**src/design/adc_readout_pkg.sv**
```systemverilog
/*
 * Constants shared by the converter result readout port: code layout, timing, states.
 * Assumes a single 50 MHz system clock.
 */
package adc_readout_pkg;
    localparam int RESULT_W = 16;
    localparam int BYTE_W = 8;
    localparam int CLK_PERIOD_NS = 20;
    // Least convert pulse width.
    localparam int CONV_PULSE_NS = 40;
    localparam int CONV_PULSE_CYC = (CONV_PULSE_NS + CLK_PERIOD_NS - 1) / CLK_PERIOD_NS;
    // Typical conversion time.
    localparam int CONV_TIME_NS = 19000;
    localparam int CONV_TIME_CYC = CONV_TIME_NS / CLK_PERIOD_NS;
    // Delay from start of conversion to the first data clock.
    localparam int DCLK_DELAY_NS = 1400;
    localparam int DCLK_DELAY_CYC = DCLK_DELAY_NS / CLK_PERIOD_NS;
    // Internal data clock period, half high and half low.
    localparam int DCLK_PERIOD_NS = 1100;
    localparam int DCLK_HALF_CYC = DCLK_PERIOD_NS / CLK_PERIOD_NS / 2;
    localparam int SERIAL_BITS = 16;
    localparam logic [15:0] RESULT_RESET = 16'h0000;
    localparam logic [15:0] SIGN_FLIP = 16'h8000;
    localparam logic [15:0] TWOS_POS_FS = 16'h7FFF;
    localparam logic [15:0] TWOS_MID = 16'h0000;
    localparam logic [15:0] TWOS_NEG_FS = 16'h8000;
    localparam logic [15:0] SB_POS_FS = 16'hFFFF;
    localparam logic [15:0] SB_MID = 16'h8000;
    localparam logic [15:0] SB_NEG_FS = 16'h0000;

    typedef enum logic [1:0] {
        ST_IDLE = 2'b00,
        ST_CONVERT = 2'b01
    } conv_state_t;
endpackage : adc_readout_pkg

```
**src/design/adc_result_readout_port.sv**
```systemverilog
/*
 * Result readout port of a 16-bit sampling converter: convert/read control,
 * output register, code format, byte mux, parallel bus enable, serial shifter
 * with internal or external data clock.
 * Assumes the analog core delivers a raw offset-binary sample on sample_i with
 * a one-cycle sample_valid_i pulse when a conversion ends; control pins are async.
 */
//
// Contract
// Format pin picks straight binary or twos complement.
// Twos complement codes 7FFF, 0000, 8000.
// Straight binary codes FFFF, 8000, 0000.
// Parallel reads leave output register intact.
// Each serial clock pulse shifts register once; external clock pulses shift only while select low and read high.
// Host ties clock source high, clock low.
// Bus driven only for select low, read high.
// Byte select low gives upper byte.
// Byte select high gives lower byte.
// Host may toggle byte select per conversion.
// Output content indeterminate before first conversion.
// Busy rises after register update; result on bus.
// Host may latch on busy rising edge.
// Internal clock: start converts, shifts previous result.
// External clock pin is input; conversion internal.
// External clock: ready result shifts on host clock.
// External clock during conversion shifts previous result.
// Both low at busy rise restarts conversion.
// Busy low ignores all convert commands.
// Both low 40 ns starts conversion; busy low.
// Internal mode: MSB first, exactly 16 pulses.
// One output register feeds byte mux, shifter.
`timescale 1ns/1ps
`default_nettype none
module adc_result_readout_port #(
    parameter int CONV_CYC = adc_readout_pkg::CONV_TIME_CYC
) (
    input wire logic clock_i,
    input wire logic rst_b_i,
    input wire logic chip_select_b_i,
    input wire logic read_convert_i,
    input wire logic byte_select_i,
    input wire logic code_format_select_i,
    input wire logic serial_clock_source_select_i,
    input wire logic serial_bit_clock_i,
    input wire logic serial_tag_i,
    input wire logic [15:0] sample_i,
    input wire logic sample_valid_i,
    output logic conversion_start_o,
    output logic busy_b_o,
    output logic [7:0] parallel_result_bus_o,
    output logic parallel_result_bus_oe_o,
    output logic serial_result_out_o,
    output logic serial_bit_clock_o,
    output logic serial_bit_clock_oe_o
);
    // ------------------------------------------------------------------
    // Pin synchronisers
    // ------------------------------------------------------------------
    logic cs_b;
    logic rc;
    logic byte_sel;
    logic fmt_sb;
    logic ext_clk;
    logic dclk_in;
    logic tag;

    // Select and read/convert reset high, so the bus stays released and no command is seen as reset lifts.
    pin_sync #(.RESET_VAL(1'b1)) u_cs (.clock_i(clock_i), .rst_b_i(rst_b_i), .async_i(chip_select_b_i),
        .sync_o(cs_b));
    pin_sync #(.RESET_VAL(1'b1)) u_rc (.clock_i(clock_i), .rst_b_i(rst_b_i), .async_i(read_convert_i),
        .sync_o(rc));
    pin_sync #(.RESET_VAL(1'b0)) u_byte (.clock_i(clock_i), .rst_b_i(rst_b_i), .async_i(byte_select_i),
        .sync_o(byte_sel));
    pin_sync #(.RESET_VAL(1'b0)) u_fmt (.clock_i(clock_i), .rst_b_i(rst_b_i), .async_i(code_format_select_i),
        .sync_o(fmt_sb));
    pin_sync #(.RESET_VAL(1'b1)) u_ext (.clock_i(clock_i), .rst_b_i(rst_b_i),
        .async_i(serial_clock_source_select_i), .sync_o(ext_clk));
    pin_sync #(.RESET_VAL(1'b0)) u_dclk (.clock_i(clock_i), .rst_b_i(rst_b_i), .async_i(serial_bit_clock_i),
        .sync_o(dclk_in));
    pin_sync #(.RESET_VAL(1'b0)) u_tag (.clock_i(clock_i), .rst_b_i(rst_b_i), .async_i(serial_tag_i),
        .sync_o(tag));

    // ------------------------------------------------------------------
    // Convert control
    // ------------------------------------------------------------------
    adc_readout_pkg::conv_state_t state;
    adc_readout_pkg::conv_state_t next_state;
    logic [15:0] conv_cnt;
    logic [15:0] next_conv_cnt;
    logic [1:0] low_cnt;
    logic [1:0] next_low_cnt;
    logic both_low;
    logic start;
    logic conv_done;

    // Select and read/convert are OR'd: both low is a convert command.
    // The low count saturates, so a long command never wraps; held past busy rise it restarts a conversion.
    assign both_low = !cs_b && !rc;

    always_comb begin
        next_state = state;
        next_conv_cnt = conv_cnt;
        next_low_cnt = low_cnt;
        start = 1'b0;
        conv_done = 1'b0;
        case (state)
            adc_readout_pkg::ST_IDLE: begin
                if (both_low) begin
                    if (low_cnt < 2'(adc_readout_pkg::CONV_PULSE_CYC)) begin
                        next_low_cnt = low_cnt + 2'd1;
                    end
                end else begin
                    next_low_cnt = 2'd0;
                end
                // Level triggered, so a command still low when busy rises restarts at once.
                if (both_low && low_cnt + 2'd1 >= 2'(adc_readout_pkg::CONV_PULSE_CYC)) begin
                    start = 1'b1;
                    next_state = adc_readout_pkg::ST_CONVERT;
                    next_conv_cnt = 16'(CONV_CYC);
                end
            end
            adc_readout_pkg::ST_CONVERT: begin
                // Commands are not looked at here at all.
                next_low_cnt = 2'(adc_readout_pkg::CONV_PULSE_CYC);
                if (conv_cnt != 16'h0000) begin
                    next_conv_cnt = conv_cnt - 16'h0001;
                end
                if (sample_valid_i || conv_cnt == 16'h0001) begin
                    conv_done = 1'b1;
                    next_state = adc_readout_pkg::ST_IDLE;
                end
            end
            default: begin
                next_state = adc_readout_pkg::ST_IDLE;
            end
        endcase
    end

    always_ff @(posedge clock_i or negedge rst_b_i) begin
        if (!rst_b_i) begin
            state <= adc_readout_pkg::ST_IDLE;
            conv_cnt <= 16'h0000;
            low_cnt <= 2'd0;
        end else begin
            state <= next_state;
            conv_cnt <= next_conv_cnt;
            low_cnt <= next_low_cnt;
        end
    end

    assign conversion_start_o = start;
    // Busy follows the state register, so it rises on the same clock edge that loads the output register.
    assign busy_b_o = (state == adc_readout_pkg::ST_IDLE);

    // ------------------------------------------------------------------
    // Output register and serial shifter
    // ------------------------------------------------------------------
    logic [15:0] out_reg;
    logic [15:0] next_out_reg;
    logic [15:0] new_code;
    logic dclk_prev;
    logic dclk_fall;
    logic int_run;
    logic next_int_run;
    logic [4:0] bit_cnt;
    logic [4:0] next_bit_cnt;
    logic [7:0] half_cnt;
    logic [7:0] next_half_cnt;
    logic dclk_out;
    logic next_dclk_out;
    logic delay_done;
    logic shift;

    // The core delivers offset binary; twos complement flips the sign bit.
    assign new_code = fmt_sb ? sample_i : (sample_i ^ adc_readout_pkg::SIGN_FLIP);

    // Outside internal mode the delay is held at zero, so a count loaded by an
    // external-clock conversion can never fire a burst after a later mode change.
    period_counter #(.WIDTH(8)) u_delay (
        .clock_i(clock_i),
        .rst_b_i(rst_b_i),
        .load_i(start || ext_clk),
        .count_i(ext_clk ? 8'h00 : 8'(adc_readout_pkg::DCLK_DELAY_CYC)),
        .run_i(!ext_clk),
        .done_o(delay_done)
    );

    always_comb begin
        next_int_run = int_run;
        next_bit_cnt = bit_cnt;
        next_half_cnt = half_cnt;
        next_dclk_out = dclk_out;
        shift = 1'b0;
        if (delay_done && !ext_clk) begin
            next_int_run = 1'b1;
            next_bit_cnt = 5'd0;
            next_half_cnt = 8'(adc_readout_pkg::DCLK_HALF_CYC);
            next_dclk_out = 1'b1;
        end else if (int_run) begin
            if (half_cnt > 8'd1) begin
                next_half_cnt = half_cnt - 8'd1;
            end else begin
                next_half_cnt = 8'(adc_readout_pkg::DCLK_HALF_CYC);
                next_dclk_out = !dclk_out;
                if (dclk_out) begin
                    // Falling edge of our own clock moves the next bit out.
                    shift = 1'b1;
                    next_bit_cnt = bit_cnt + 5'd1;
                    if (bit_cnt == 5'(adc_readout_pkg::SERIAL_BITS - 1)) begin
                        next_int_run = 1'b0;
                    end
                end
            end
        end
        // Leaving internal mode mid-burst parks our clock low instead of leaving a stray high phase.
        if (ext_clk) begin
            next_int_run = 1'b0;
            next_dclk_out = 1'b0;
        end
        // External clock shifts only while select low and read high.
        if (ext_clk && !cs_b && rc && dclk_fall) begin
            shift = 1'b1;
        end
        next_out_reg = out_reg;
        if (conv_done) begin
            next_out_reg = new_code;
        end else if (shift) begin
            next_out_reg = {out_reg[14:0], tag};
        end
    end

    assign dclk_fall = dclk_prev && !dclk_in;

    always_ff @(posedge clock_i or negedge rst_b_i) begin
        if (!rst_b_i) begin
            out_reg <= adc_readout_pkg::RESULT_RESET;
            dclk_prev <= 1'b0;
            int_run <= 1'b0;
            bit_cnt <= 5'd0;
            half_cnt <= 8'd0;
            dclk_out <= 1'b0;
        end else begin
            out_reg <= next_out_reg;
            dclk_prev <= dclk_in;
            int_run <= next_int_run;
            bit_cnt <= next_bit_cnt;
            half_cnt <= next_half_cnt;
            dclk_out <= next_dclk_out;
        end
    end

    // MSB leads; serial output is never tri-stated.
    assign serial_result_out_o = out_reg[15];
    assign serial_bit_clock_o = dclk_out;
    assign serial_bit_clock_oe_o = !ext_clk;

    // ------------------------------------------------------------------
    // Parallel bus
    // ------------------------------------------------------------------
    // Reading the bus is a registered mux; nothing here writes the output register.
    always_ff @(posedge clock_i or negedge rst_b_i) begin
        if (!rst_b_i) begin
            parallel_result_bus_o <= 8'h00;
        end else begin
            parallel_result_bus_o <= byte_sel ? next_out_reg[7:0] : next_out_reg[15:8];
        end
    end
    assign parallel_result_bus_oe_o = !cs_b && rc;

    // ------------------------------------------------------------------
    // Checks
    // ------------------------------------------------------------------
    bus_enable_a: assert property (@(posedge clock_i) disable iff (!rst_b_i)
        parallel_result_bus_oe_o == ($past(rst_b_i, 2) && !$past(chip_select_b_i, 2)
            && $past(read_convert_i, 2))) else $error("bus enable wrong");
    upper_byte_a: assert property (@(posedge clock_i) disable iff (!rst_b_i)
        !byte_sel |=> parallel_result_bus_o == out_reg[15:8] || $past(byte_sel) != byte_sel)
        else $error("upper byte wrong");
    lower_byte_a: assert property (@(posedge clock_i) disable iff (!rst_b_i)
        byte_sel |=> parallel_result_bus_o == out_reg[7:0] || $past(byte_sel) != byte_sel)
        else $error("lower byte wrong");
    code_load_a: assert property (@(posedge clock_i) disable iff (!rst_b_i)
        conv_done |=> out_reg == ($past(fmt_sb) ? $past(sample_i) : ($past(sample_i) ^ 16'h8000)))
        else $error("code format wrong");
    busy_after_load_a: assert property (@(posedge clock_i) disable iff (!rst_b_i)
        conv_done |=> busy_b_o) else $error("busy did not rise");
    busy_ignores_a: assert property (@(posedge clock_i) disable iff (!rst_b_i)
        (!busy_b_o && both_low && !conv_done) |=> !busy_b_o) else $error("command taken while busy");
    start_busy_a: assert property (@(posedge clock_i) disable iff (!rst_b_i)
        start |=> !busy_b_o) else $error("busy not low after start");
    hold_parallel_a: assert property (@(posedge clock_i) disable iff (!rst_b_i)
        (!conv_done && !shift) |=> $stable(out_reg)) else $error("register changed");
    shift_step_a: assert property (@(posedge clock_i) disable iff (!rst_b_i)
        (shift && !conv_done) |=> out_reg[15:1] == $past(out_reg[14:0])) else $error("bad shift");
    pulse_count_a: assert property (@(posedge clock_i) disable iff (!rst_b_i)
        int_run |-> bit_cnt <= 5'd15) else $error("too many clock pulses");
    clock_idle_a: assert property (@(posedge clock_i) disable iff (!rst_b_i)
        !int_run |-> !serial_bit_clock_o) else $error("data clock active outside burst");
    restart_a: assert property (@(posedge clock_i) disable iff (!rst_b_i)
        (conv_done && both_low) ##1 both_low |-> start) else $error("no restart at busy rise");
endmodule : adc_result_readout_port
`default_nettype wire

```
**src/design/period_counter.sv**
```systemverilog
/*
 * Down counter that pulses done_o when a loaded count has run out.
 * Assumes load_i and run_i come from the same clock domain.
 */
`timescale 1ns/1ps
`default_nettype none
module period_counter #(
    parameter int WIDTH = 10
) (
    input wire logic clock_i,
    input wire logic rst_b_i,
    input wire logic load_i,
    input wire logic [WIDTH-1:0] count_i,
    input wire logic run_i,
    output logic done_o
);
    logic [WIDTH-1:0] count;
    logic [WIDTH-1:0] next_count;
    logic next_done;

    always_comb begin
        next_count = count;
        next_done = 1'b0;
        if (load_i) begin
            next_count = count_i;
        end else if (run_i && count != '0) begin
            next_count = count - 1'b1;
            next_done = (count == {{(WIDTH-1){1'b0}}, 1'b1});
        end
    end

    always_ff @(posedge clock_i or negedge rst_b_i) begin
        if (!rst_b_i) begin
            count <= '0;
            done_o <= 1'b0;
        end else begin
            count <= next_count;
            done_o <= next_done;
        end
    end
endmodule : period_counter
`default_nettype wire

```
**src/design/pin_sync.sv**
```systemverilog
/*
 * Two-flop synchroniser for one asynchronous level.
 * Assumes the level comes from outside the clock domain.
 */
`timescale 1ns/1ps
`default_nettype none
module pin_sync #(
    parameter logic RESET_VAL = 1'b0
) (
    input wire logic clock_i,
    input wire logic rst_b_i,
    input wire logic async_i,
    output logic sync_o
);
    logic stage1;
    logic stage2;

    always_ff @(posedge clock_i or negedge rst_b_i) begin
        if (!rst_b_i) begin
            stage1 <= RESET_VAL;
            stage2 <= RESET_VAL;
        end else begin
            stage1 <= async_i;
            stage2 <= stage1;
        end
    end

    assign sync_o = stage2;
endmodule : pin_sync
`default_nettype wire

```
**config.mk**
```make
export PLATFORM = sky130hd
export DESIGN_NAME = adc_result_readout_port
export DESIGN_NICKNAME = d
export VERILOG_FILES = /design/src/design/adc_readout_pkg.sv /design/src/design/adc_result_readout_port.sv /design/src/design/period_counter.sv /design/src/design/pin_sync.sv
export SDC_FILE = /design/constraint.sdc
export NUM_CORES = 1
export LEC_CHECK = 0
export BUFFER_PORTS_ARGS = -buffer_cell sky130_fd_sc_hd__buf_2
export CELL_PAD_IN_SITES_DETAIL_PLACEMENT = 2
export CELL_PAD_IN_SITES_GLOBAL_PLACEMENT = 2
export CORE_UTILIZATION = 36
export DETAILED_ROUTE_END_ITERATION = 16
export PLACE_DENSITY_LB_ADDON = 0.15
export SYNTH_ARGS = -nofsm -noshare
export SYNTH_HDL_FRONTEND = slang
export SYNTH_SLANG_ARGS = --single-unit
```
**constraint.sdc**
```tcl
create_clock -name clock_i -period 2.7 [get_ports clock_i]
set_input_delay 0.405 -clock clock_i [delete_from_list [all_inputs] [get_ports clock_i]]
set_output_delay 0.405 -clock clock_i [all_outputs]
set_load 0.05 [all_outputs]
```
Word level (Yosys, flattened, before mapping) --
Index checks and enable logic that the tools add are counted.
Cells by class: bitwise operators 1, order comparisons 3, multiplexer cells 44, eq/ne operators 10, reductions and logical operators 29, add/sub/neg operators 5
Operator list (count):
- two-way mux 16 bit | 5
- two-way mux 8 bit | 6
- case mux 16 bit (2 select lines) | 1
- two-way mux 1 bit | 21
- two-way mux 5 bit | 4
- == test 16 x 1 -> 1 bit (second input constant) | 1
- nonzero test 16 bit | 1
- subtractor 16 x 1 -> 16 bit (second input constant) | 1
- subtractor 8 x 1 -> 8 bit (second input constant) | 2
- logical AND 1 bit | 9
- == test 8 x 1 -> 1 bit (second input constant) | 1
- greater-than comparator 8 x 1 -> 1 bit (second input constant) | 1
- two-way mux 2 bit | 4
- case mux 2 bit (2 select lines) | 2
- nonzero test 2 bit | 4
- nonzero test 8 bit | 1
- two-way mux 7 bit | 1
- != test 2 bit (second input constant) | 3
- != test 3 x 2 -> 1 bit (second input constant) | 2
- AND reduction 2 bit | 3
- AND reduction 3 bit | 2
- adder 5 x 1 -> 5 bit (second input constant) | 1
- == test 5 x 4 -> 1 bit (second input constant) | 1
- zero test 1 bit | 5
- other kinds (9) | 10
Word-level totals: register bits after elaboration 83, input port bits 26, logic and storage cells 118

Longest topological paths before layout --
Gate-level depths: netlist of the first run.
word-level depth 8, mapped depth 9

Modules after synthesis --
Synthesis of the first run repeated with hierarchy kept, for this count alone.
Unflattened totals: cells, all modules 334, area total of the unflattened synthesis 3947.5 sq um
Modules (own cells, without submodules):
- adc_result_readout_port | times used 1, seq. area each 1476.4 sq um, area each 3027.9 sq um, cells an instance 258
- period_counter | times used 1, seq. area each 225.2 sq um, area each 561.8 sq um, cells an instance 62
- pin_sync (u_byte ...) | times used 4, seq. area each 50.0 sq um, area each 50.0 sq um, cells an instance 2
- pin_sync (u_cs ...) | times used 3, seq. area each 52.6 sq um, area each 52.6 sq um, cells an instance 2

Worst setup path before layout of the first run --
Ideal clock, no wire load.
kind reg-to-reg, start register u_rc.stage2, in the netlist u_rc.sync_o, end register parallel_result_bus_o[1], stages on the path, launching flop included 8, data arrival time 2.695 ns, path buffers 2, path slack -0.133 ns, required time 2.562 ns, clock period less this slack 2.833 ns, path through dfstp_2 > nor2b_1 > and4b_1 > a41o_1 > buf_6 > buf_8 > mux2_1 > mux4_2
Between the ends: word-level cells in the longest chain between the ends 6
Ends and longest elaborated chain:
- from (decl) | line pin_sync.sv:16 | logic stage2;
- from (signal assigned) | line pin_sync.sv:24 | stage2 <= stage1;
- logical AND 1 bit (2 in a row) | line adc_result_readout_port.sv:221 | if (ext_clk && !cs_b && rc && dclk_fall) begin
- two-way mux 1 bit | line adc_result_readout_port.sv:221
- two-way mux 16 bit | line adc_result_readout_port.sv:227 | end else if (shift) begin
- two-way mux 16 bit | line adc_result_readout_port.sv:225 | if (conv_done) begin
- two-way mux 8 bit | line adc_result_readout_port.sv:265 | parallel_result_bus_o <= byte_sel ? next_out_reg[7:0] : next_out_reg[15:8];
- to (signal assigned) | line adc_result_readout_port.sv:265
- to (decl) | line adc_result_readout_port.sv:50 | output logic [7:0] parallel_result_bus_o,
Every way passes these cells. A chain may end at the register's enable or synchronous reset.

Worst setup path after layout of the first run --
start register half_cnt[4], end register parallel_result_bus_o[5]
Between the ends: word-level cells in the longest chain between the ends 8
Ends and longest elaborated chain:
- from (decl) | line adc_result_readout_port.sv:167 | logic [7:0] half_cnt;
- from (signal assigned) | line adc_result_readout_port.sv:247 | half_cnt <= next_half_cnt;
- greater-than comparator 8 x 1 -> 1 bit | line adc_result_readout_port.sv:200 | if (half_cnt > 8'd1) begin
- two-way mux 1 bit | line adc_result_readout_port.sv:200
- two-way mux 1 bit | line adc_result_readout_port.sv:199 | end else if (int_run) begin
- two-way mux 1 bit | line adc_result_readout_port.sv:194 | if (delay_done && !ext_clk) begin
- two-way mux 1 bit | line adc_result_readout_port.sv:221
- two-way mux 16 bit | line adc_result_readout_port.sv:227
- two-way mux 16 bit | line adc_result_readout_port.sv:225
- two-way mux 8 bit | line adc_result_readout_port.sv:265
Every way passes these cells.

==> results.md, run 1 <==
- IO Pins: 40
- Vias per cell: 5.17
- Initial Util: around 37%
- Num CTS Buffers: 9
- Cells after DPL: 497
- Synthesis warning total: 0
- Die width: 106 µm
- Arrival time of the worst setup path: 2790 ps
- CP Max Fanout: 16
- Final TNS setup: 0 ps
- Post-synth top area cell: dfrtp_1
- Net load switching power: roughly 1.7 mW
- Most frequent cells in the layout: 76 x dfrtp_1, 38 x buf_2, 22 x nor2_1, 22 x mux2_2, 18 x nand2_1
- Sw Ratio: 37.0%
- Primary FF master, synth: dfrtp_1
- Clock Sinks: 82
- # resized after CTS: 0
- RSZ-0062 raised after global routing: no
- Layout area overhead: 17.1%
- Diode count: 0
- DRT Wirelength: slightly below 9000 µm
- Setup bufs post-CTS: 0
- Peak supply drop: around 0.47 mV
- Final worst path period share: between 90% and 100%
- Initial DRT Pass Iterations: 4
- Routed len/inst: about 17 µm
- Area occupied by multi-input gates: about 0.0017 mm²
- Synth cell types: 48
- Power Dens Cells: around 1000 mW/mm²
- Clock skew: 10.9 ps
- Max-cap violations: 0
- Sequential power share: around 41%
- Setup WS pre-CTS: ~120 ps
- Pins over their slew limit: 0
- Post-layout minimum cycle time: ~2600 ps
- Final setup violation count: 0
- Clock tree from TritonCTS: built
- Root cell of the clock tree: clkbuf_8
- Die area: between 0.01 and 0.015 mm²
- WS Path Type: reg2reg
- Largest net degree at the start of global routing: 52
- Cell family with most CP delay: multiplexers
- Remaining antenna violation count after routing: 0
- CP Capture Type: flip-flop
- Finished Layout Cells: 514
- Post-DP HPWL: 6280 µm
- Top cells by area, synth: dfrtp_1 49%, mux2_2 6.4%, mux4_2 4.7%
- 1st-iter DRT viols: 69
- Ys async rst share: 100%
- First-pass GRT wire length: 15200 µm
- Critical path data required time: 2930 ps
- Final Wtd Congestion: approximately 0.7
- CP Buf/Inv Count: 1
- Fillers: ~1100
- Worst setup margin: around 130 ps
- Clock tree buffer depth: 2
- Crit-path cells: or4_4, nor3_4, a41o_1, buf_12, mux2_1, mux4_2
- Synthesized cell area: between 0.003 and 0.004 mm²
- Initial antenna violation count: 0
- Remaining routing DRC violations: 0
- Synth top area share: 49.3%
- Min-Delay Path Class: in2async
- Slew @ Worst Pin: around 630 ps
- CP peak stage delay: just under 600 ps
- Die H: between 100 and 150 µm
- Row count: 37
- CP Launch Type: flip-flop
- Worst skew pair latency: around 350 ps
- Register bit total from synthesis: 82
- Grt ovf: 0
- Syn avg cell area: ~12 µm²
- Share of layout cells above drive strength 1: a little under a third
- Hold-fix buffers, CTS: 0
- Nets: slightly above 400
- H-tree levels: 3
- Leakage: between 2 and 2.5 nW
- Register area: 0.00206 mm²
- IO Port Bufs: 39
- CTS clk-pin slew, worst paths: ~90 ps
- Syn Inst Count: approximately 320
- Number of global-route vias before repair: between 2000 and 3000
- Normalized max-slew margin: 57.8%
- Syn_nets: around 360
- Slowest-stage cell, CP: or4_4
- Final Hold Fails: 0
- Commonest non-fill, non-tap cell in the layout: dfrtp_1
- P_int: 2.93 mW
- Total track usage: between 10% and 20%
- Core area: between 0.01 and 0.015 mm²
- Achievable Freq: between 300 and 400 MHz
- Sequential share of the synthesized area: 53.4%
- EDFF count, synth: 0
- Logic pwr share: between 30% and 40%
- Clk pwr share: between 20% and 30%
- Vias: 2659
- Status: finished, final reports clean
==> through the flow <==
stage | util [%] | total power, mW | instance area (µm²) | hold slack [ps]
CTS | 43.5 | 4.71 | 4510 | 18.0
floorplan | - | 3.14 | 3860 | 109
detailed placement | 41.2 | 3.60 | 4270 | 340
global route | 43.6 | 4.97 | 4520 | 28.1
global placement | 41.2 | 3.51 | 4270 | 332
finish | 43.6 | 4.65 | 4520 | 8.73
==> Yosys cell counts, drive strengths merged, types with 4 or more instances <==
cell type and number:
xor2 14, mux4 8, or3 7, nor2 22
nor4 4, or4 4, dfstp 6, nor3 14
nand4b 4, ha 9, inv 16, a21oi 10
xnor2 6, dfrtp 76, clkbuf 4, nand3 10
mux2 32, nand2 18, buf 7, o21ai 14
nand2b 4
==> power groups by stage <==
stage          logic [mW]  registers, mW  clock network, mW
6_report             1.66           1.91               1.08
5_1_grt              1.84           1.97               1.16
4_1_cts              1.68           1.92               1.11
3_5_place_dp         1.66           1.94                  0
3_3_place_gp         1.60           1.92                  0
2_1_floorplan        1.06           2.08                  0
==> layout make-up <==
type                            count  area share [%]
Inverter                           16            1.33
Clock inverter                      7            2.60
Timing Repair Buffer               51            6.93
Multi-Input combinational cell    213            37.0
Sequential cell                    82            45.6
Tap cell                          136            3.77
Clock buffer                        9            2.74
==> cell families (layout without fill, tap and decap cells) <==
kind of cell               Yosys count  after routing  synth area share, %
adders and majority gates            9              9                 2.92
muxes                               43             43                 14.8
buffers and inverters               27             83                 3.34
DFF                                 82             82                 53.4
AOI/OAI and AO/OA                   40             40                 6.55
xor gates and xnor gates            20             20                 4.54
and+or+nand+nor                    101            101                 14.5
==> layer usage <==
layer	vias up	track usage, %	part of all wire (%)
li1	1250	-	-
met3	5	3.46	2.1
met2	27	29.9	50
met4	0	5.16	0.68
met5	-	0	0
met1	1377	22.7	47
==> worst paths after layout <==
check | start | end | slack [ps] | cells past startpoint
setup / recovery | half_cnt[4]$_DFFE_PN0P_ | parallel_result_bus_o[5]$_DFF_PN0_ | 130 | 6
setup reg to reg | half_cnt[4]$_DFFE_PN0P_ | parallel_result_bus_o[5]$_DFF_PN0_ | 130 | 6
hold reg to reg | u_byte.stage1$_DFF_PN0_ | u_byte.sync_o$_DFF_PN0_ | 360 | 0
min in group clock_i | serial_clock_source_select_i | u_ext.stage1$_DFF_PN1_ | 150 | 1
max in group asynchronous | rst_b_i | u_cs.stage1$_DFF_PN1_ | 2000 | 2
hold / removal | rst_b_i | u_delay.count[6]$_DFFE_PN0P_ | 9 | 1
==> worst register-to-register path: stages (launching register included) <==
cell and delay (ps):
dfrtp_1 410, or4_4 580, nor3_4 220, a41o_1 240, buf_12 160, mux2_1 360
mux4_2 470
Power figures use the tool's default switching activity.
==> run 2: changes to the inputs <==
Settings changed: PLACE_DENSITY set to 0.75, PLACE_DENSITY_LB_ADDON 0.15 to unset, SKIP_CTS_REPAIR_TIMING set to 1, SKIP_LAST_GASP set to 1.
==> run 2 against run 1 <==
Against the previous run: via count about the same; sequential power barely moved; clock skew about the same; core utilization is 0.45 points lower; highest routed layer unchanged; combinational power is essentially flat; critical path type unchanged; first-iteration DRC count increased by 14%; final cell count rose by 0.19%; setup slack got worse by 19 ps; worst hold slack better by 130 ps; total power shrank 4.0%.
==> results.md, run 2 (synthesized netlist as in run 1, its figures left out) <==
- Status: finished, final reports clean
- Initial DRT Pass Iterations: 4 (unchanged)
- Hold_sp: chip_select_b_i
- Post-layout minimum cycle time: 2590 ps (+19.4 ps)
- RSZ-0062 raised after global routing: no
- CP Launch Type: flip-flop
- Register area: 0.00206 mm² (unchanged)
- H-tree levels: 3 (unchanged)
- Final TNS setup: 0 ps (unchanged)
- Grt ovf: 0 (unchanged)
- Leakage: 1.98 nW (-1.5%)
- Routed len/inst: 17.1 µm (-0.77%)
- Vias per cell: 5.17 (-0.12%)
- Power, Total: 4.46 mW (-4.0%)
- Remaining routing DRC violations: 0 (unchanged)
- Largest net degree at the start of global routing: 36 (-31%)
- Power Dens Cells: 998 mW/mm² (-3.0%)
- Root cell of the clock tree: clkbuf_8
- Clock Sinks: 82 (unchanged)
- Final Wtd Congestion: 0.692 (-1.9%)
- Initial Util: 37.2% (unchanged)
- Nets: 409 (+0.25%)
- Placed Area: 0.00428 mm² (+0.18%)
- Reg2reg start: half_cnt[4]$_DFFE_PN0P_
- Clock tree from TritonCTS: built
- Area occupied by multi-input gates: 0.00167 mm² (unchanged)
- CP Max Fanout: 16 (unchanged)
- Fillers: 1072 (-1.7%)
- Initial antenna violation count: 0 (unchanged)
- Number of global-route vias before repair: 3077 (+4.2%)
- Normalized max-slew margin: 61.5% (+3.8 points)
- First-pass GRT wire length: 15500 µm (+2.1%)
- Final Hold Fails: 0 (unchanged)
- Layout area overhead: 15.9%
- Reg-to-Reg End: parallel_result_bus_o[1]$_DFF_PN0_
- Die width: 106 µm (unchanged)
- Clock tree buffer depth: 2 (unchanged)
- CTS clk-pin slew, worst paths: 100 ps (about the same)
- Vias: 2661 (+0.075%)
- Final setup violation count: 0 (unchanged)
- Max-cap violations: 0 (unchanged)
- Share of layout cells above drive strength 1: 30.3% (-0.080 points)
- Worst skew pair latency: 360 ps (about the same)
- Hold EP: u_cs.stage1$_DFF_PN1_
- Commonest non-fill, non-tap cell in the layout: dfrtp_1
- Total track usage: 17.8% (+0.25 points)
- Diode count: 0 (unchanged)
- Die H: 106 µm (unchanged)
- WS Path Type: reg2reg
- DRT Wirelength: 8830 µm (-0.57%)
- Reg-to-reg slack, setup: 110 ps (-20 ps)
- Clock skew: 10.8 ps (-0.106 ps)
- Final worst path period share: 95.8% (+0.72 points)
- Min-Delay Path Class: in2reg
- Post-DP HPWL: 6350 µm (+1.1%)
- CP Capture Type: flip-flop
- Row count: 37 (unchanged)
- Remaining antenna violation count after routing: 0 (unchanged)
- IO Pins: 40 (unchanged)
- Fin area: 0.00447 mm² (-1.0%)
- Arrival time of the worst setup path: 2820 ps (+30 ps)
- Peak supply drop: 0.412 mV (-13%)
- Core area: 0.0104 mm² (unchanged)
- Achievable Freq: 387 MHz (-0.75%)
- Num CTS Buffers: 9 (unchanged)
- R2R depth: 6 (unchanged)
- IO Port Bufs: 39 (unchanged)
- Most frequent cells in the layout: 76 x dfrtp_1, 38 x buf_2, 22 x nor2_1, 22 x mux2_2, 18 x nand2_1
- 1st-iter DRT viols: 79 (+14%)
- Hold depth: 1
- Pins over their slew limit: 0 (unchanged)
- Die area: 0.0111 mm² (unchanged)
- Critical path data required time: 2930 ps (about the same)
- Slew @ Worst Pin: 571 ps (-56.8 ps)
==> run 2: changes by cell type in the layout (fill, tap and decap cells not counted), sizes merged <==
cell and delta:
bufinv -3, clkinv -2, clkinvlp +2, dlygate4sd3 +1, inv +3
==> run 2: power by group <==
group | internal [mW] | switching, mW
logic | 0.710 | 0.967
clock network | 0.350 | 0.513
registers | 1.61 | 0.308
==> run 2: how the worst max path moves through the flow <==
stage,to,slack (ps),depth (start not counted),from
after global routing,parallel_result_bus_o[1]$_DFF_PN0_,20,6,half_cnt[4]$_DFFE_PN0P_
final,parallel_result_bus_o[1]$_DFF_PN0_,110,6,half_cnt[4]$_DFFE_PN0P_
after detailed placement,parallel_result_bus_o[1]$_DFF_PN0_,140,6,half_cnt[4]$_DFFE_PN0P_
after global placement,parallel_result_bus_o[7]$_DFF_PN0_,200,6,half_cnt[4]$_DFFE_PN0P_
after floorplan,parallel_result_bus_o[1]$_DFF_PN0_,150,7,half_cnt[4]$_DFFE_PN0P_
after CTS,parallel_result_bus_o[1]$_DFF_PN0_,90,6,half_cnt[4]$_DFFE_PN0P_
==> run 2: worst max-delay path, cell delays in order, from the launching register on <==
cell and delay [ps]:
dfrtp_1 420, or4_4 580, nor3_4 210, a41o_1 240, buf_12 160, mux2_1 350, mux4_2 470
==> run 2: final cells by class <==
class	count	share of cell area, %
clock inverters	7	1.37
inverters	16	1.34
clock buffers	9	2.77
flip-flops and latches	82	46.1
repair buffers	52	7.22
well taps	136	3.81
multi-input cells	213	37.4
==> run 2: metal layers <==
layer,GRT usage (%),up-vias,share of wire (%)
met5,0,-,0
met4,5.36,0,1.3
met3,3.34,9,2.0
met2,31.0,27,51
met1,22.6,1374,45
li1,-,1251,-
==> run 2: per-stage QoR <==
| stage | util (%) | std cells | worst slack [ps] | hold slack (ps) |
|---|---|---|---|---|
| 2_1_floorplan | - | 322 | 148 | 109 |
| 3_3_place_gp | 41.2 | 498 | 202 | 337 |
| 3_5_place_dp | 41.2 | 498 | 139 | 338 |
| 4_1_cts | 43.0 | 514 | 90.3 | -27.7 |
| 5_1_grt | 43.1 | 515 | 20.6 | 111 |
| 6_report | 43.1 | 515 | 113 | 136 |
==> run 3: changes to the inputs <==
Settings changed: ABC_AREA set to 1, CORE_MARGIN set to 8, CORE_UTILIZATION 36 to 32, PLACE_DENSITY 0.75 to 0.74.
==> run 3 against run 2 <==
Against the previous run: setup slack better by 520 ps; critical endpoint is now conversion_start_o; critical path type is now reg2out; combinational power is 14% lower; synthesized cell count is 50% higher.
==> results.md, run 3 <==
- Status: finished, final reports clean
- Clock tree buffer depth: 2 (unchanged)
- Initial DRT Pass Iterations: 4 (unchanged)
- Final Wtd Congestion: 0.748 (+8.0%)
- Final TNS setup: 0 ps (unchanged)
- Fillers: 1443 (+35%)
- Total track usage: 15.2% (-2.6 points)
- Synthesized cell area: 0.00408 mm² (+5.8%)
- Largest net degree at the start of global routing: 50 (+39%)
- P_int: 2.96 mW (+11%)
- Slew @ Worst Pin: 688 ps (+117 ps)
- Nets: 561 (+37%)
- First-pass GRT wire length: 19800 µm (+28%)
- Row count: 41 (+11%)
- Register area: 0.00206 mm² (unchanged)
- 1st-iter DRT viols: 95 (+20%)
- Worst skew pair latency: 350 ps (about the same)
- Pins over their slew limit: 0 (unchanged)
- Max-cap violations: 0 (unchanged)
- Slowest-stage cell, CP: dfrtp_1
- Simple-Gate Fraction of Synth Area: 31.9% (+17 points)
- Xor/xnor share of the synthesized area: 2.15% (-2.4 points)
- Register bit total from synthesis: 82 (unchanged)
- Most frequent cells in the layout: 104 x nand2_1, 76 x dfrtp_1, 64 x nand3_1
- CP Launch Type: flip-flop
- Syn avg cell area: 8.47 µm² (-29%)
- Share of layout cells above drive strength 1: 16.8% (-14 points)
- Remaining routing DRC violations: 0 (unchanged)
- Commonest non-fill, non-tap cell in the layout: nand2_1
- Remaining antenna violation count after routing: 0 (unchanged)
- Finished Layout Cells: 703 (+37%)
- Syn_nets: 517 (+45%)
- CP Max Fanout: 7 (-9)
- Sequential share of the synthesized area: 50.5% (-2.9 points)
- CP peak stage delay: 410 ps (-170 ps)
- Setup WS pre-CTS: 719 ps (+579 ps)
- Worst setup margin: 632 ps (+518 ps)
- Vias: 3418 (+28%)
- Die width: 129 µm (+22%)
- Min-Delay Path Class: in2async
- Arrival time of the worst setup path: 1660 ps (-1160 ps)
- Root cell of the clock tree: clkbuf_16
- Synthesis warning total: 0 (unchanged)
- Sw Ratio: 36.7% (-3.3 points)
- Reg-to-reg slack, setup: 730 ps (+620 ps)
- Power Dens Cells: 977 mW/mm² (-2.1%)
- Most frequent cell after synthesis: nand2_1
- Area occupied by multi-input gates: 0.00175 mm² (+4.5%)
- Final Hold Fails: 0 (unchanged)
- Net load switching power: 1.72 mW (-3.9%)
- Normalized max-slew margin: 53.8% (-7.7 points)
- Achievable Freq: 484 MHz (+25%)
- Adder-cell share of the synthesized area: 2.76% (-0.16 points)
- Clk pwr share: 30.3% (+11 points)
- Clock skew: 9.59 ps (-1.16 ps)
- Post-synth top area cell: dfrtp_1
- CTS clk-pin slew, worst paths: 70 ps (-30 ps)
- Initial antenna violation count: 0 (unchanged)
- Diode count: 0 (unchanged)
- Die H: 129 µm (+22%)
- Final setup violation count: 0 (unchanged)
- Vias per cell: 4.86 (-5.9%)
- Synth cell types: 38 (-21%)
- Core area: 0.0125 mm² (+21%)
- Final worst path period share: 76.6% (-19 points)
- Cells after DPL: 687 (+38%)
- H-tree levels: 3 (unchanged)
- Die area: 0.0166 mm² (+49%)
- Clock Sinks: 82 (unchanged)
- Leakage: 2.27 nW (+15%)
- Post-DP HPWL: 8350 µm (+32%)
- Post-layout minimum cycle time: 2070 ps (-518 ps)
- Logic pwr share: 30.9% (-6.7 points)
- RSZ-0062 raised after global routing: no
- Crit-path cells: clkinv_4, nand2_2, nor3_4, buf_2
- Synth cell count leaders: 104 x nand2_1, 76 x dfrtp_1, 64 x nand3_1
- Syn Inst Count: 482 (+50%)
- Grt ovf: 0 (unchanged)
- Compound-Gate Fraction of Synth Area: 6.04% (-0.51 points)
- Sequential power share: 38.8% (-4.2 points)
- Critical path data required time: 2300 ps (-630 ps)
- Clock tree from TritonCTS: built
- IO Port Bufs: 39 (unchanged)
- Num CTS Buffers: 9 (unchanged)
- Layout area overhead: 17.3%
- EDFF count, synth: 0 (unchanged)
- Routed len/inst: 16.4 µm (-4.6%)
- WS Path Type: reg2out
- Synth top area share: 46.6% (-2.7 points)
- Initial Util: 32.6% (-4.6 points)
- Primary FF master, synth: dfrtp_1
- Peak supply drop: 0.514 mV (+25%)
- IO Pins: 40 (unchanged)
- Post-synthesis mux area share: 0% (-15 points)
- Number of global-route vias before repair: 3960 (+29%)
- Ys async rst share: 100% (unchanged)
- CP Capture Type: primary output
- Largest family of logic cells by synthesized area: simple AND/OR/NAND/NOR gates
- Top cells by area, synth: dfrtp_1 47%, nand2_1 9.6%, nand3_1 7.8%
- DRT Wirelength: 11500 µm (+30%)
run 3: changes by cell type after synthesis, sizes merged, moves of 6 or more:
cell   before  now
and2        0   16
inv        16   52
xor2       14    6
nand2      18  115
mux4        8    0
nor2       22   61
or3         7    0
mux2       32    0
o21ai      14   29
nand3      10   65
nor3       14    8
run 3: final timing paths:
kind,startpoint,to,cells past startpoint
min reg2reg,u_byte.stage1$_DFF_PN0_,u_byte.sync_o$_DFF_PN0_,0
max,state[0]$_DFFE_PN0P_,conversion_start_o,4
max in group asynchronous,rst_b_i,u_ext.stage1$_DFF_PN1_,2
min in group clock_i,chip_select_b_i,u_cs.stage1$_DFF_PN1_,1
max reg2reg,u_ext.sync_o$_DFF_PN1_,parallel_result_bus_o[5]$_DFF_PN0_,8
min,rst_b_i,conv_cnt[13]$_DFFE_PN0P_,1
run 3: worst max-delay path: cells and delay by family (launching register included):
family        cells  cell delay (ps)
simple gates      2              440
buf+inv           2              450
flops             1              410
run 3: kinds of logic (layout without fill, tap and decap cells):
kind of cell | after synthesis | count (layout)
AOI/OAI and AO/OA | 43 | 43
xor gates and xnor gates | 10 | 10
adders and majority gates | 9 | 9
buffers and inverters | 61 | 110
DFF | 82 | 82
and+or+nand+nor | 277 | 277
run 3: layout make-up:
class / instances / area share (%)
Sequential cell: 82 / 43.0
Multi-Input combinational cell: 339 / 36.5
Clock buffer: 10 / 4.78
Timing Repair Buffer: 41 / 4.70
Tap cell: 172 / 4.49
Inverter: 53 / 4.31
Clock inverter: 6 / 2.19
run 3: through the flow:
stage / util [%] / hold WS, ps / power (mW) / cell area, µm²
3_3_place_gp: 35.6 / 332 / 3.22 / 4450
3_5_place_dp: 35.6 / 339 / 3.29 / 4450
5_1_grt: 38.3 / 37.3 / 5.00 / 4790
6_report: 38.3 / 10.2 / 4.68 / 4790
4_1_cts: 38.3 / 22.8 / 4.75 / 4790
2_1_floorplan: - / 109 / 2.87 / 4080
run 3: power groups by stage:
stage | logic (mW) | registers (mW) | clock network [mW]
detailed placement | 1.46 | 1.83 | 0
finish | 1.45 | 1.82 | 1.41
global placement | 1.40 | 1.82 | 0
CTS | 1.47 | 1.82 | 1.46
floorplan | 0.904 | 1.96 | 0
global route | 1.63 | 1.87 | 1.50
run 3: metal layers:
layer  global-route usage, %  wire (µm)  vias up
met5                       0          0        -
met2                    26.5       5750       43
li1                        -          -     1634
met4                    7.26        243        0
met1                    18.0       5250     1728
met3                    2.32        254       13
